$ cat src/fill_err_pkg.sv
package fill_err_pkg;

  // Register byte offsets on the APB map.
  localparam logic [7:0] OFS_STATUS = 8'h00;
  localparam logic [7:0] OFS_BUS_ADDR = 8'h04;
  localparam logic [7:0] OFS_FILL_ADDR = 8'h08;
  localparam logic [7:0] OFS_CHECK = 8'h0C;
  localparam logic [7:0] OFS_PROBE = 8'h10;
  localparam logic [7:0] OFS_CTRL = 8'h14;
  localparam logic [7:0] OFS_IRQ_EN = 8'h18;
  localparam logic [7:0] OFS_CACHE_STAT = 8'h1C;

  // Bus-side status bits, bus_error_status [7:0].
  localparam int ST_SOFT = 0;
  localparam int ST_HARD = 1;
  localparam int ST_TPERR = 2;
  localparam int ST_TCPERR = 3;
  localparam int ST_CMD_LO = 4;
  localparam int ST_BUS_LOST = 7;
  localparam int BUS_ST_W = 8;

  // Fill-side status bits, held locally and shown at bus_error_status [14:8].
  localparam int ST_FILL_LO = 8;
  localparam int FS_ECC = 0;
  localparam int FS_UNC = 1;
  localparam int FS_INSTR = 2;
  localparam int FS_CRD = 3;
  localparam int FS_QW_LO = 4;
  localparam int FS_LOST = 6;
  localparam int FILL_ST_W = 7;

  // Write-one bits of bus_error_status that unlock each register set.
  localparam int UNLOCK_BUS_BIT = 0;
  localparam int UNLOCK_FILL_BIT = 1;

  // memory_unit_control, interrupt_enable_register and cache status bits.
  localparam int CTRL_CORR_EN = 0;
  localparam int CTRL_MC_EN = 1;
  localparam int CTRL_W = 2;
  localparam int IER_UNMASK = 0;
  localparam int CS_DC = 0;
  localparam int CS_IC = 1;
  localparam int CS_W = 2;

  // Field widths.
  localparam int ADDR_W = 34;
  localparam int SYND_W = 14;
  localparam int LW_W = 2;
  localparam int PROBE_W = 16;
  localparam int REQ_W = 3;

  // Acknowledge codes that end a transaction in error.
  localparam logic [2:0] ACK_SOFT = 3'h5;
  localparam logic [2:0] ACK_HARD = 3'h6;

  // Reset values.
  localparam logic [31:0] WORD_RESET = 32'h0;
  localparam logic [CTRL_W-1:0] CTRL_RESET = 2'h0;

  // Class of error seen on one fill quadword.
  typedef enum logic [1:0] {FILL_NONE, FILL_SINGLE, FILL_DOUBLE, FILL_PARITY} fillKind_t;

endpackage

$ cat src/fill_bus_error_logger.sv
// Chosen here: the placing of the registers and the APB register port.
`timescale 1ns/100ps
module fill_bus_error_logger (
  input wire logic mclk,
  input wire logic resetn,
  input wire logic psel,
  input wire logic penable,
  input wire logic pwrite,
  input wire logic [7:0] paddr,
  input wire logic [31:0] pwdata,
  output logic [31:0] prdata,
  output logic pready,
  output logic pslverr,
  input wire logic fillValid,
  input wire fill_err_pkg::fillKind_t fillKind,
  input wire logic fillIsInstr,
  input wire logic fillTxnStart,
  input wire logic [1:0] fillQwIndex,
  input wire logic [fill_err_pkg::ADDR_W-1:0] fillAddr,
  input wire logic [2:0] loadPa,
  input wire logic [fill_err_pkg::SYND_W-1:0] fillSyndrome,
  input wire logic [fill_err_pkg::LW_W-1:0] fillBadLongwords,
  input wire logic extCacheEnabled,
  input wire logic [fill_err_pkg::PROBE_W-1:0] probeResult,
  input wire logic tagAddrParityErr,
  input wire logic tagCtlParityErr,
  input wire logic ackValid,
  input wire logic [2:0] cycleAckCode,
  input wire logic [fill_err_pkg::REQ_W-1:0] cycleRequestCode,
  input wire logic [fill_err_pkg::ADDR_W-1:0] busAddr,
  input wire logic dcacheParityErr,
  input wire logic icacheParityErr,
  output logic correctedReadIrq,
  output logic machineCheck,
  output logic icacheFlush,
  output logic dcacheInvalidate,
  output logic fillCorrect,
  output logic fillStoreValidate,
  output logic tagForceMiss
);

  logic [fill_err_pkg::BUS_ST_W-1:0] busStat_q;
  logic [fill_err_pkg::FILL_ST_W-1:0] fillStat_q;
  logic busLocked_q;
  logic fillLocked_q;
  logic [31:0] busAddr_q;
  logic [31:0] fillAddr_q;
  logic [fill_err_pkg::SYND_W-1:0] check_q;
  logic [fill_err_pkg::PROBE_W-1:0] probe_q;
  logic [fill_err_pkg::CTRL_W-1:0] ctrl_q;
  logic ier_q;
  logic [fill_err_pkg::CS_W-1:0] cacheStat_q;
  logic qwSeen_q;
  logic [31:0] prdata_q;
  logic pready_q;
  logic pslverr_q;
  logic crd_q;
  logic mchk_q;
  logic flush_q;
  logic dinv_q;
  logic correct_q;
  logic storeVal_q;
  logic forceMiss_q;

  // Decode of one register offset; used only for the error answer, since the read mux decodes its own case.
  function automatic logic isMapped(input logic [7:0] a);
    isMapped = (a == fill_err_pkg::OFS_STATUS) || (a == fill_err_pkg::OFS_BUS_ADDR) ||
               (a == fill_err_pkg::OFS_FILL_ADDR) || (a == fill_err_pkg::OFS_CHECK) ||
               (a == fill_err_pkg::OFS_PROBE) || (a == fill_err_pkg::OFS_CTRL) ||
               (a == fill_err_pkg::OFS_IRQ_EN) || (a == fill_err_pkg::OFS_CACHE_STAT);
  endfunction

  // Write strobe for one offset, taken only at the completing access edge.
  function automatic logic wrHit(input logic acc, input logic [7:0] a, input logic [7:0] ofs);
    wrHit = acc && (a == ofs);
  endfunction

  logic apbAccess;
  logic apbWrite;
  logic unlockBus;
  logic unlockFill;
  logic busOpen;
  logic fillOpen;
  logic ackSoft;
  logic ackHard;
  logic tagErr;
  logic busErr;
  logic busFatal;
  logic fillSingle;
  logic fillUnc;
  logic fillErr;
  logic secondQw;
  logic crdCause;
  logic mchkCause;

  // Event classification; each register set counts as open when unlocked or unlocked this cycle.
  assign apbAccess = psel && penable && pready_q;
  assign apbWrite = apbAccess && pwrite;
  assign unlockBus = wrHit(apbWrite, paddr, fill_err_pkg::OFS_STATUS) && pwdata[fill_err_pkg::UNLOCK_BUS_BIT];
  assign unlockFill = wrHit(apbWrite, paddr, fill_err_pkg::OFS_STATUS) && pwdata[fill_err_pkg::UNLOCK_FILL_BIT];
  assign busOpen = !busLocked_q || unlockBus;
  assign fillOpen = !fillLocked_q || unlockFill;
  assign ackSoft = ackValid && (cycleAckCode == fill_err_pkg::ACK_SOFT);
  assign ackHard = ackValid && (cycleAckCode == fill_err_pkg::ACK_HARD);
  assign tagErr = tagAddrParityErr || tagCtlParityErr;
  assign busErr = ackSoft || ackHard || tagErr;
  assign busFatal = ackHard || tagErr;
  assign fillSingle = fillValid && (fillKind == fill_err_pkg::FILL_SINGLE);
  assign fillUnc = fillValid && ((fillKind == fill_err_pkg::FILL_DOUBLE) || (fillKind == fill_err_pkg::FILL_PARITY));
  assign fillErr = fillSingle || fillUnc;
  assign secondQw = fillSingle && fillIsInstr && qwSeen_q && !fillTxnStart;
  assign crdCause = fillSingle || ackSoft;
  assign mchkCause = secondQw || fillUnc || busFatal || dcacheParityErr || icacheParityErr;

  // Tracks a corrected quadword inside the current instruction fill; a new transaction restarts it.
  always_ff @(posedge mclk or negedge resetn) begin
    if (!resetn) begin
      qwSeen_q <= 1'b0;
    end else if (fillTxnStart) begin
      qwSeen_q <= fillSingle && fillIsInstr;
    end else if (fillSingle && fillIsInstr) begin
      qwSeen_q <= 1'b1;
    end
  end

  // Bus-side set. A new error beats an unlock in the same cycle, so nothing is lost then.
  always_ff @(posedge mclk or negedge resetn) begin
    if (!resetn) begin
      busStat_q <= '0;
      busLocked_q <= 1'b0;
      busAddr_q <= fill_err_pkg::WORD_RESET;
    end else if (busErr && busOpen) begin
      busStat_q[fill_err_pkg::ST_SOFT] <= ackSoft;
      busStat_q[fill_err_pkg::ST_HARD] <= ackHard;
      busStat_q[fill_err_pkg::ST_TPERR] <= tagAddrParityErr;
      busStat_q[fill_err_pkg::ST_TCPERR] <= tagCtlParityErr;
      busStat_q[fill_err_pkg::ST_CMD_LO +: fill_err_pkg::REQ_W] <= ackValid ? cycleRequestCode : '0;
      busStat_q[fill_err_pkg::ST_BUS_LOST] <= 1'b0;
      busAddr_q <= busAddr[fill_err_pkg::ADDR_W-1:2];
      busLocked_q <= 1'b1;
    end else if (busFatal && !busOpen) begin
      busStat_q[fill_err_pkg::ST_BUS_LOST] <= 1'b1;
    end else if (unlockBus) begin
      busStat_q <= '0;
      busLocked_q <= 1'b0;
    end
  end

  // Fill-side set, independent of the bus side.
  always_ff @(posedge mclk or negedge resetn) begin
    if (!resetn) begin
      fillStat_q <= '0;
      fillLocked_q <= 1'b0;
      fillAddr_q <= fill_err_pkg::WORD_RESET;
      check_q <= '0;
    end else if (fillErr && fillOpen) begin
      fillStat_q[fill_err_pkg::FS_ECC] <= fillKind != fill_err_pkg::FILL_PARITY;
      fillStat_q[fill_err_pkg::FS_CRD] <= fillSingle;
      fillStat_q[fill_err_pkg::FS_UNC] <= fillUnc;
      fillStat_q[fill_err_pkg::FS_INSTR] <= fillIsInstr;
      fillStat_q[fill_err_pkg::FS_QW_LO +: 2] <= fillQwIndex;
      fillStat_q[fill_err_pkg::FS_LOST] <= 1'b0;
      fillAddr_q <= {fillAddr[fill_err_pkg::ADDR_W-1:5], fillIsInstr ? 3'h0 : loadPa};
      check_q <= fillSingle ? fillSyndrome : {{(fill_err_pkg::SYND_W-fill_err_pkg::LW_W){1'b0}}, fillBadLongwords};
      fillLocked_q <= 1'b1;
    end else if (fillUnc && !fillOpen) begin
      fillStat_q[fill_err_pkg::FS_LOST] <= 1'b1;
    end else if (unlockFill) begin
      fillStat_q <= '0;
      fillLocked_q <= 1'b0;
    end
  end

  // Probe result is shared; either set may load it only while that set is open.
  always_ff @(posedge mclk or negedge resetn) begin
    if (!resetn) begin
      probe_q <= '0;
    end else if (tagErr && busOpen) begin
      probe_q <= probeResult;
    end else if (fillErr && fillOpen && extCacheEnabled) begin
      probe_q <= probeResult;
    end
  end

  // Control, enable and cache status registers; a parity event beats a clearing write.
  always_ff @(posedge mclk or negedge resetn) begin
    if (!resetn) begin
      ctrl_q <= fill_err_pkg::CTRL_RESET;
      ier_q <= 1'b0;
      cacheStat_q <= '0;
    end else begin
      if (wrHit(apbWrite, paddr, fill_err_pkg::OFS_CTRL)) begin
        ctrl_q <= pwdata[fill_err_pkg::CTRL_W-1:0];
      end
      if (wrHit(apbWrite, paddr, fill_err_pkg::OFS_IRQ_EN)) begin
        ier_q <= pwdata[fill_err_pkg::IER_UNMASK];
      end
      cacheStat_q[fill_err_pkg::CS_DC] <= dcacheParityErr || (cacheStat_q[fill_err_pkg::CS_DC] &&
        !(wrHit(apbWrite, paddr, fill_err_pkg::OFS_CACHE_STAT) && pwdata[fill_err_pkg::CS_DC]));
      cacheStat_q[fill_err_pkg::CS_IC] <= icacheParityErr || (cacheStat_q[fill_err_pkg::CS_IC] &&
        !(wrHit(apbWrite, paddr, fill_err_pkg::OFS_CACHE_STAT) && pwdata[fill_err_pkg::CS_IC]));
    end
  end

  // Reporting pulses; they depend on enables only, never on the lock state.
  always_ff @(posedge mclk or negedge resetn) begin
    if (!resetn) begin
      crd_q <= 1'b0;
      mchk_q <= 1'b0;
      flush_q <= 1'b0;
    end else begin
      crd_q <= crdCause && ctrl_q[fill_err_pkg::CTRL_CORR_EN] && ier_q;
      mchk_q <= mchkCause && ctrl_q[fill_err_pkg::CTRL_MC_EN];
      flush_q <= mchkCause && ctrl_q[fill_err_pkg::CTRL_MC_EN];
    end
  end

  // Cache-side actions for the fill and probe paths.
  always_ff @(posedge mclk or negedge resetn) begin
    if (!resetn) begin
      dinv_q <= 1'b0;
      correct_q <= 1'b0;
      storeVal_q <= 1'b0;
      forceMiss_q <= 1'b0;
    end else begin
      dinv_q <= fillValid && !fillIsInstr &&
        ((fillKind == fill_err_pkg::FILL_SINGLE) || (fillKind == fill_err_pkg::FILL_DOUBLE));
      correct_q <= fillSingle && !secondQw;
      storeVal_q <= (fillKind == fill_err_pkg::FILL_PARITY && fillValid) ||
        (fillKind == fill_err_pkg::FILL_DOUBLE && fillValid && fillIsInstr);
      forceMiss_q <= tagErr;
    end
  end

  // APB slave: one wait state, then a registered answer; unmapped offsets give pslverr.
  always_ff @(posedge mclk or negedge resetn) begin
    if (!resetn) begin
      pready_q <= 1'b0;
      pslverr_q <= 1'b0;
      prdata_q <= fill_err_pkg::WORD_RESET;
    end else begin
      pready_q <= psel && penable && !pready_q;
      pslverr_q <= psel && penable && !pready_q && !isMapped(paddr);
      prdata_q <= fill_err_pkg::WORD_RESET;
      if (psel && penable && !pready_q && !pwrite) begin
        unique case (paddr)
          fill_err_pkg::OFS_STATUS: prdata_q <= {17'h0, fillStat_q, busStat_q};
          fill_err_pkg::OFS_BUS_ADDR: prdata_q <= busAddr_q;
          fill_err_pkg::OFS_FILL_ADDR: prdata_q <= fillAddr_q;
          fill_err_pkg::OFS_CHECK: prdata_q <= {18'h0, check_q};
          fill_err_pkg::OFS_PROBE: prdata_q <= {16'h0, probe_q};
          fill_err_pkg::OFS_CTRL: prdata_q <= {30'h0, ctrl_q};
          fill_err_pkg::OFS_IRQ_EN: prdata_q <= {31'h0, ier_q};
          fill_err_pkg::OFS_CACHE_STAT: prdata_q <= {30'h0, cacheStat_q};
          default: prdata_q <= fill_err_pkg::WORD_RESET;
        endcase
      end
    end
  end

  assign prdata = prdata_q;
  assign pready = pready_q;
  assign pslverr = pslverr_q;
  assign correctedReadIrq = crd_q;
  assign machineCheck = mchk_q;
  assign icacheFlush = flush_q;
  assign dcacheInvalidate = dinv_q;
  assign fillCorrect = correct_q;
  assign fillStoreValidate = storeVal_q;
  assign tagForceMiss = forceMiss_q;
endmodule // fill_bus_error_logger

$ cat config.mk
export PLATFORM = sky130hd
export DESIGN_NAME = fill_bus_error_logger
export DESIGN_NICKNAME = d
export VERILOG_FILES = /design/src/fill_err_pkg.sv /design/src/fill_bus_error_logger.sv
export SDC_FILE = /design/constraint.sdc
export NUM_CORES = 1
export LEC_CHECK = 0
export BUFFER_PORTS_ARGS = -buffer_cell sky130_fd_sc_hd__buf_4
export CAP_MARGIN = 20
export CORE_MARGIN = 1
export CORE_UTILIZATION = 45
export DETAILED_ROUTE_END_ITERATION = 12
export HOLD_SLACK_MARGIN = 0.05
export MAX_ROUTING_LAYER = met4
export PLACE_DENSITY = 0.71
export RECOVER_POWER = 25
export SLEW_MARGIN = 25
export SYNTH_ARGS = -nofsm -noshare
export SYNTH_HDL_FRONTEND = slang
export SYNTH_SLANG_ARGS = --single-unit
$ cat constraint.sdc
create_clock -name mclk -period 2.29 [get_ports mclk]
set_input_delay 0.458 -clock mclk [delete_from_list [all_inputs] [get_ports mclk]]
set_output_delay 0.458 -clock mclk [all_outputs]
set_load 0.01 [all_outputs]
; ---- After elaboration in Yosys (flattened, before gate mapping)
; Cells that the tools add are included.
[totals]
register_bits = 157
latch_bits = 0
ramBits = 0
rom_bits = 0
input_bits = 167
out_inout_bits = 41
elab_cells = 144
memories = 0
[op_classes]
add_sub_neg = 0
n_mul = 0
div_mod_pow = 0
n_lt_le_gt_ge = 0
eq_ne = 15
shifts = 0
n_mux = 23
bitwise_logic = 0
n_reduce_logical = 83
[ops]
columns = op, n
row1 = 32-bit one-hot mux with 8 select lines, 1
row2 = 1-bit logical AND, 38
row3 = 8-bit by 5-bit equality test with 1-bit output (second input constant), 4
row4 = 16-bit two-way mux, 2
row5 = 32-bit two-way mux, 1
row6 = 1-bit logical OR, 24
row7 = 7-bit two-way mux, 3
row8 = 8-bit by 4-bit equality test with 1-bit output (second input constant), 2
row9 = 8-bit two-way mux, 2
row10 = 14-bit two-way mux, 1
row11 = 1-bit zero test, 12
row12 = 1-bit two-way mux, 10
row13 = 8-bit by 3-bit equality test with 1-bit output (second input constant), 1
row14 = 8-bit zero test, 1
row15 = 2-bit nonzero test, 4
row16 = 3-bit equality test (second input constant), 2
row17 = 3-bit two-way mux, 2
row18 = 6-bit two-way mux, 1
row19 = 2-bit != test (second input constant), 3
row20 = 3-bit nonzero test, 2
row21 = 2-bit equality test (second input constant), 2
row22 = 2-bit AND reduction, 2
row23 = 2-bit by 1-bit equality test with 1-bit output (second input constant), 1

; ---- Depth between registers and ports, before layout
[depth]
depth_word = 10
ltp_mapped = 7
depth_no_buf = 5

; ---- Least setup slack after synthesis
; No wires, ideal clock.
[synth_path]
path_type = input to register
from = input paddr[2]
to = register probe_q[10] (netlist bit)
setup_ns = 0.127
arrival_ns = 2.094
required_time_ns = 2.163
setup_slack_ns = 0.068
stages = 6
path_buffers = 2
cell_sequence = buf_4 nor4_4 a41oi_2 o32ai_4 buf_6 mux2_1
[synth_between]
elab_chain_len = 7
word_cells_on_any_way = 11
classes_between = mux (1) / reduce/logical (10)
[synth_lines]
columns = element, line_no
row1 = from (decl), fill_bus_error_logger.sv:9  ; input wire logic [7:0] paddr,
row2 = 8-bit zero test (*), fill_bus_error_logger.sv:75  ; wrHit = acc && (a == ofs);
row3 = 1-bit logical AND (*), fill_bus_error_logger.sv:75
row4 = 1-bit logical AND, fill_bus_error_logger.sv:100  ; assign unlockFill = wrHit(apbWrite, paddr, fill_err_pkg::OFS_STATUS) && pwdata[fill_err_pkg::UNLOCK_FILL_BIT];
row5 = 1-bit logical OR, fill_bus_error_logger.sv:102  ; assign fillOpen = !fillLocked_q || unlockFill;
row6 = 1-bit logical AND (2 in series), fill_bus_error_logger.sv:180  ; end else if (fillErr && fillOpen && extCacheEnabled) begin
row7 = 2-bit nonzero test (no source line), -
row8 = to (signal assigned), fill_bus_error_logger.sv:179  ; probe_q <= probeResult;
row9 = to (signal assigned), fill_bus_error_logger.sv:181  ; probe_q <= probeResult;
row10 = to (decl), fill_bus_error_logger.sv:49  ; logic [fill_err_pkg::PROBE_W-1:0] probe_q;
; Every way passes the cells marked *; elsewhere a longest branch is shown, timed or not.
; A chain may end at the register's enable or synchronous reset.

; ---- Worst setup path in the final report
[layout_path]
from = register pready_q (netlist: pready)
to = register check_q[9] (netlist bit)
[layout_between]
elab_chain_len = 6
[layout_lines]
columns = element, line_no
row1 = from (decl), fill_bus_error_logger.sv:55  ; logic pready_q;
row2 = from (signal assigned), fill_bus_error_logger.sv:242  ; pready_q <= psel && penable && !pready_q;
row3 = 1-bit logical AND, fill_bus_error_logger.sv:97  ; assign apbAccess = psel && penable && pready_q;
row4 = 1-bit logical AND, fill_bus_error_logger.sv:98  ; assign apbWrite = apbAccess && pwrite;
row5 = 1-bit logical AND, fill_bus_error_logger.sv:75
row6 = 1-bit logical AND, fill_bus_error_logger.sv:100
row7 = 1-bit logical OR, fill_bus_error_logger.sv:102
row8 = 1-bit logical AND, fill_bus_error_logger.sv:156  ; end else if (fillErr && fillOpen) begin
row9 = to (signal assigned), fill_bus_error_logger.sv:164  ; check_q <= fillSingle ? fillSyndrome : {{(fill_err_pkg::SYND_W-fill_err_pkg::LW_W){1'b0}}, fillBadLongwords};
row10 = to (decl), fill_bus_error_logger.sv:48  ; logic [fill_err_pkg::SYND_W-1:0] check_q;
; Every way passes these cells.

==> impl_metrics.tcl <==
set metrics [dict create \
    gr-total-overflow 0 \
    num_rows 43 \
    postLayoutCellArea_mm2 0.008962 \
    min_to "cacheStat_q[0]$_DFF_PN0_" \
    slew_headroom_pct 7.521 \
    postCtsHoldBufs 1 \
    slew_violations 0 \
    postPlaceCellArea_mm2 0.008353 \
    critPathMaxFanout 14 \
    drc 0 \
    synth_mux_area_share_pct 17.94 \
    seq_power_share_pct 46.0 \
    cts_buffer_depth 2 \
    clkTransAtPathRegs_ns 0.07 \
    path_class "flip-flop to flip-flop" \
    r2r_cells 6 \
    numCtsBuffers 17 \
    crit_chain "and4_1 > a41oi_2 > buf_4 > or2_1 > buf_12 > a22o_1" \
    synth_nets 654 \
    arrival_ns 2.29 \
    antenna_found_initial 0 \
    seq_area_frac_synth_pct 59.31 \
    rrSetupSlack_ns 0.31 \
    synth-simple-area-share_pct 7.272 \
    synth_top_flop_cell "dfrtp_1" \
    firstDrtPassIters 4 \
    dieArea_mm2 0.01521 \
    synth_top_family_by_area "multiplexers" \
    outcome "finished clean" \
    synth_edf_count 0 \
    clock-sinks 157 \
    comb_power_share_pct 6.3 \
    portBuffers 170 \
    postCtsSetupBuffers 0 \
    viasPerCell 5.470 \
    drtAntennaViolNets 0 \
    async_flop_share_pct 100.0 \
    hold-path-cell-count 2 \
    min_path_type "input port to flip-flop" \
    min_from "dcacheParityErr" \
    fin_nets 848 \
    stdcell_count 872 \
    cts.repair.resized 0 \
    cts_max_level 4 \
    grt_pass1_wl_um 26550 \
    cp_slowest_cell "and4_1" \
    drive_above_1_share_pct 47.47 \
    die_x_um 123.3 \
    wl_per_cell_um 19.14 \
    drtIter0Drc 230 \
    drt_wl_total_um 16690 \
    clkPwrFrac_pct 47.7 \
    synthTopCellsByArea "dfrtp_1 (59%), mux2_2 (13%), a22oi_1 (3.3%)" \
    cts_tree "built" \
    finalSetupTns_ns 0 \
    finalHoldViolations 0 \
    max-cap-violations 0 \
    synth_xor_area_share_pct 0.1322 \
    post-route-util_pct 63.58 \
    power_density_mw_per_mm2 676.7 \
    core-area_mm2 0.01410 \
    io_pins 208 \
    fmax_mhz 505.4 \
    grt_pass1_vias 4972 \
    clk_latency_ns 0.42 \
    yosysTopAreaCell "dfrtp_1" \
    synth_area_mm2 0.006624 \
    cp-end-kind "flip-flop" \
    synth_top_area_share_pct 59.31 \
    finalCriticalPeriod_ns 1.979 \
    grt_max_degree 53 \
    rsz0062_at_grt "false" \
    skew_ns 0.01098 \
    irDropWorstVdd_mv 0.5146 \
    area_growth_syn_to_layout_pct 35.30 \
    grt_util_all_layers_pct 24.39 \
    synthDistinctLibCells 51 \
    initial_utilization_pct 46.99 \
    r2r_start "pready$_DFF_PN0_" \
    p_int_uw 4716 \
    dpl.hpwl_um 11820 \
    timing.rr.end "check_q[9]$_DFFE_PN0P_" \
    synth_seq_cells 157 \
    total_power_uw 6065 \
    p_sw_share_pct 22.24 \
    place_congestion 0.8105 \
    switchingPower_uw 1349 \
    ys_warn_count 0 \
    period_share_pct 86.41 \
    synth_compound_area_share_pct 11.98 \
    setup_violations 0 \
    worstMarginPinSlew_ns 1.387 \
    die_h_um 123.3 \
    startpoint_type "flip-flop" \
    crit_path_max_incr_delay_ns 0.36 \
    cts_root_buffer "clkbuf_16" \
    p_leak_uw 0.004359 \
    worstPathRequired_ns 2.60 \
    place_inst 838 \
    num_vias 4770 \
    syn_avg_cell_area_um2 13.69 \
    synthAdderAreaFrac_pct 0.5667 \
    syn-instance-count 484 \
]
cells by family (layout without fill, tap and decap cells):
family | count (synthesis) | in the layout
AO/OA/AOI/OAI | 103 | 103
adder cells (fa/ha/maj) | 3 | 3
AND/OR/NAND/NOR | 86 | 86
multiplexers | 98 | 98
XOR/XNOR | 1 | 1
other | 0 | 1
buffers and inverters | 36 | 243
flip-flops | 157 | 157
synthesized netlist by cell type, types with 5 or more instances:
cell type,count
a21oi_1,12
a22o_1,24
a22oi_1,29
buf_2,10
buf_4,8
clkbuf_1,9
dfrtp_1,157
inv_1,7
mux2_1,12
mux2_2,74
mux4_2,8
nand2_1,10
nand2b_1,7
nand4_1,5
nor2_1,30
o21ai_0,14
layer usage:
metal / routed length [um] / GRT usage (%) / up-vias
li1: - / - / 2191
met1: 7092 / 30.72 / 2395
met2: 8032 / 38.16 / 167
met3: 1400 / 7.518 / 17
met4: 165 / 6.627 / 0
met5: 0 / - / -
state kept, by name (all words and copies together) (netlist names), 7 cells and up:
name / flops
fillStat_q: 7
probe_q: 16
check_q: 14
prdata: 32
busAddr_q: 32
fillAddr_q: 32
busStat_q: 8
power by group through the flow:
stage	clock network (uW)	logic [uW]	registers [uW]
after CTS	2950	390	2790
after floorplan	0	80.6	2840
after detailed placement	0	387	2840
final	2900	380	2790
after global placement	0	376	2840
after global routing	3070	416	2790
through the flow:
step / worst slack (ns) / hold WS, ns
floorplan: 0.06827 / 0.1624
global placement: 0.02628 / 0.4456
detailed placement: -0.005786 / 0.4495
CTS: 0.3115 / 0.2086
global route: 0.2000 / 0.2193
finish: 0.3112 / 0.2266
worst max-delay path by stage:
stage | from | endpoint | slack, ns
detailed placement | paddr[1] | busAddr_q[20]$_DFFE_PN0P_ | -0.006
global route | resetn | fillAddr_q[31]$_DFFE_PN0P_ | 0.20
finish | pready$_DFF_PN0_ | check_q[9]$_DFFE_PN0P_ | 0.31
CTS | pready$_DFF_PN0_ | check_q[10]$_DFFE_PN0P_ | 0.31
global placement | paddr[1] | busAddr_q[14]$_DFFE_PN0P_ | 0.03
floorplan | paddr[2] | probe_q[10]$_DFFE_PN0P_ | 0.07
placed cells by master (no fill, tap or decap), types with 3 or more instances in the layout:
master,instances
mux2_2,74
a32o_1,3
buf_12,10
nor2b_1,4
clkbuf_16,17
clkinvlp_4,6
buf_4,189
o21ai_0,14
dfrtp_1,157
mux2_1,12
a21o_1,4
nor2_1,30
a22o_1,24
nand4_1,5
bufinv_16,3
nand2b_1,7
nand3_1,4
a21oi_1,12
o21a_1,3
inv_6,4
ha_1,3
mux2i_1,4
nand2_1,10
nand3b_1,3
mux4_2,8
nor3b_1,3
o2bb2ai_1,3
inv_1,7
a22oi_1,29
a31oi_1,3
layout make-up:
cell class	instances	area, um2
fillers	1077	5134
clock buffers	17	425.4
multi-input cells	291	2520
well taps	180	225.2
repair buffers	204	1647
flip-flops and latches	157	3929
diodes	1	2.502
clock inverters	15	187.7
inverters	7	26.28
critical path: cells and delay by family, from the launching register on:
family	cells	cell delay, ns
simple gates	2	0.68
compound gates	2	0.43
buf+inv	2	0.41
flops	1	0.35
No activity file was read; power rests on OpenSTA's default activity.
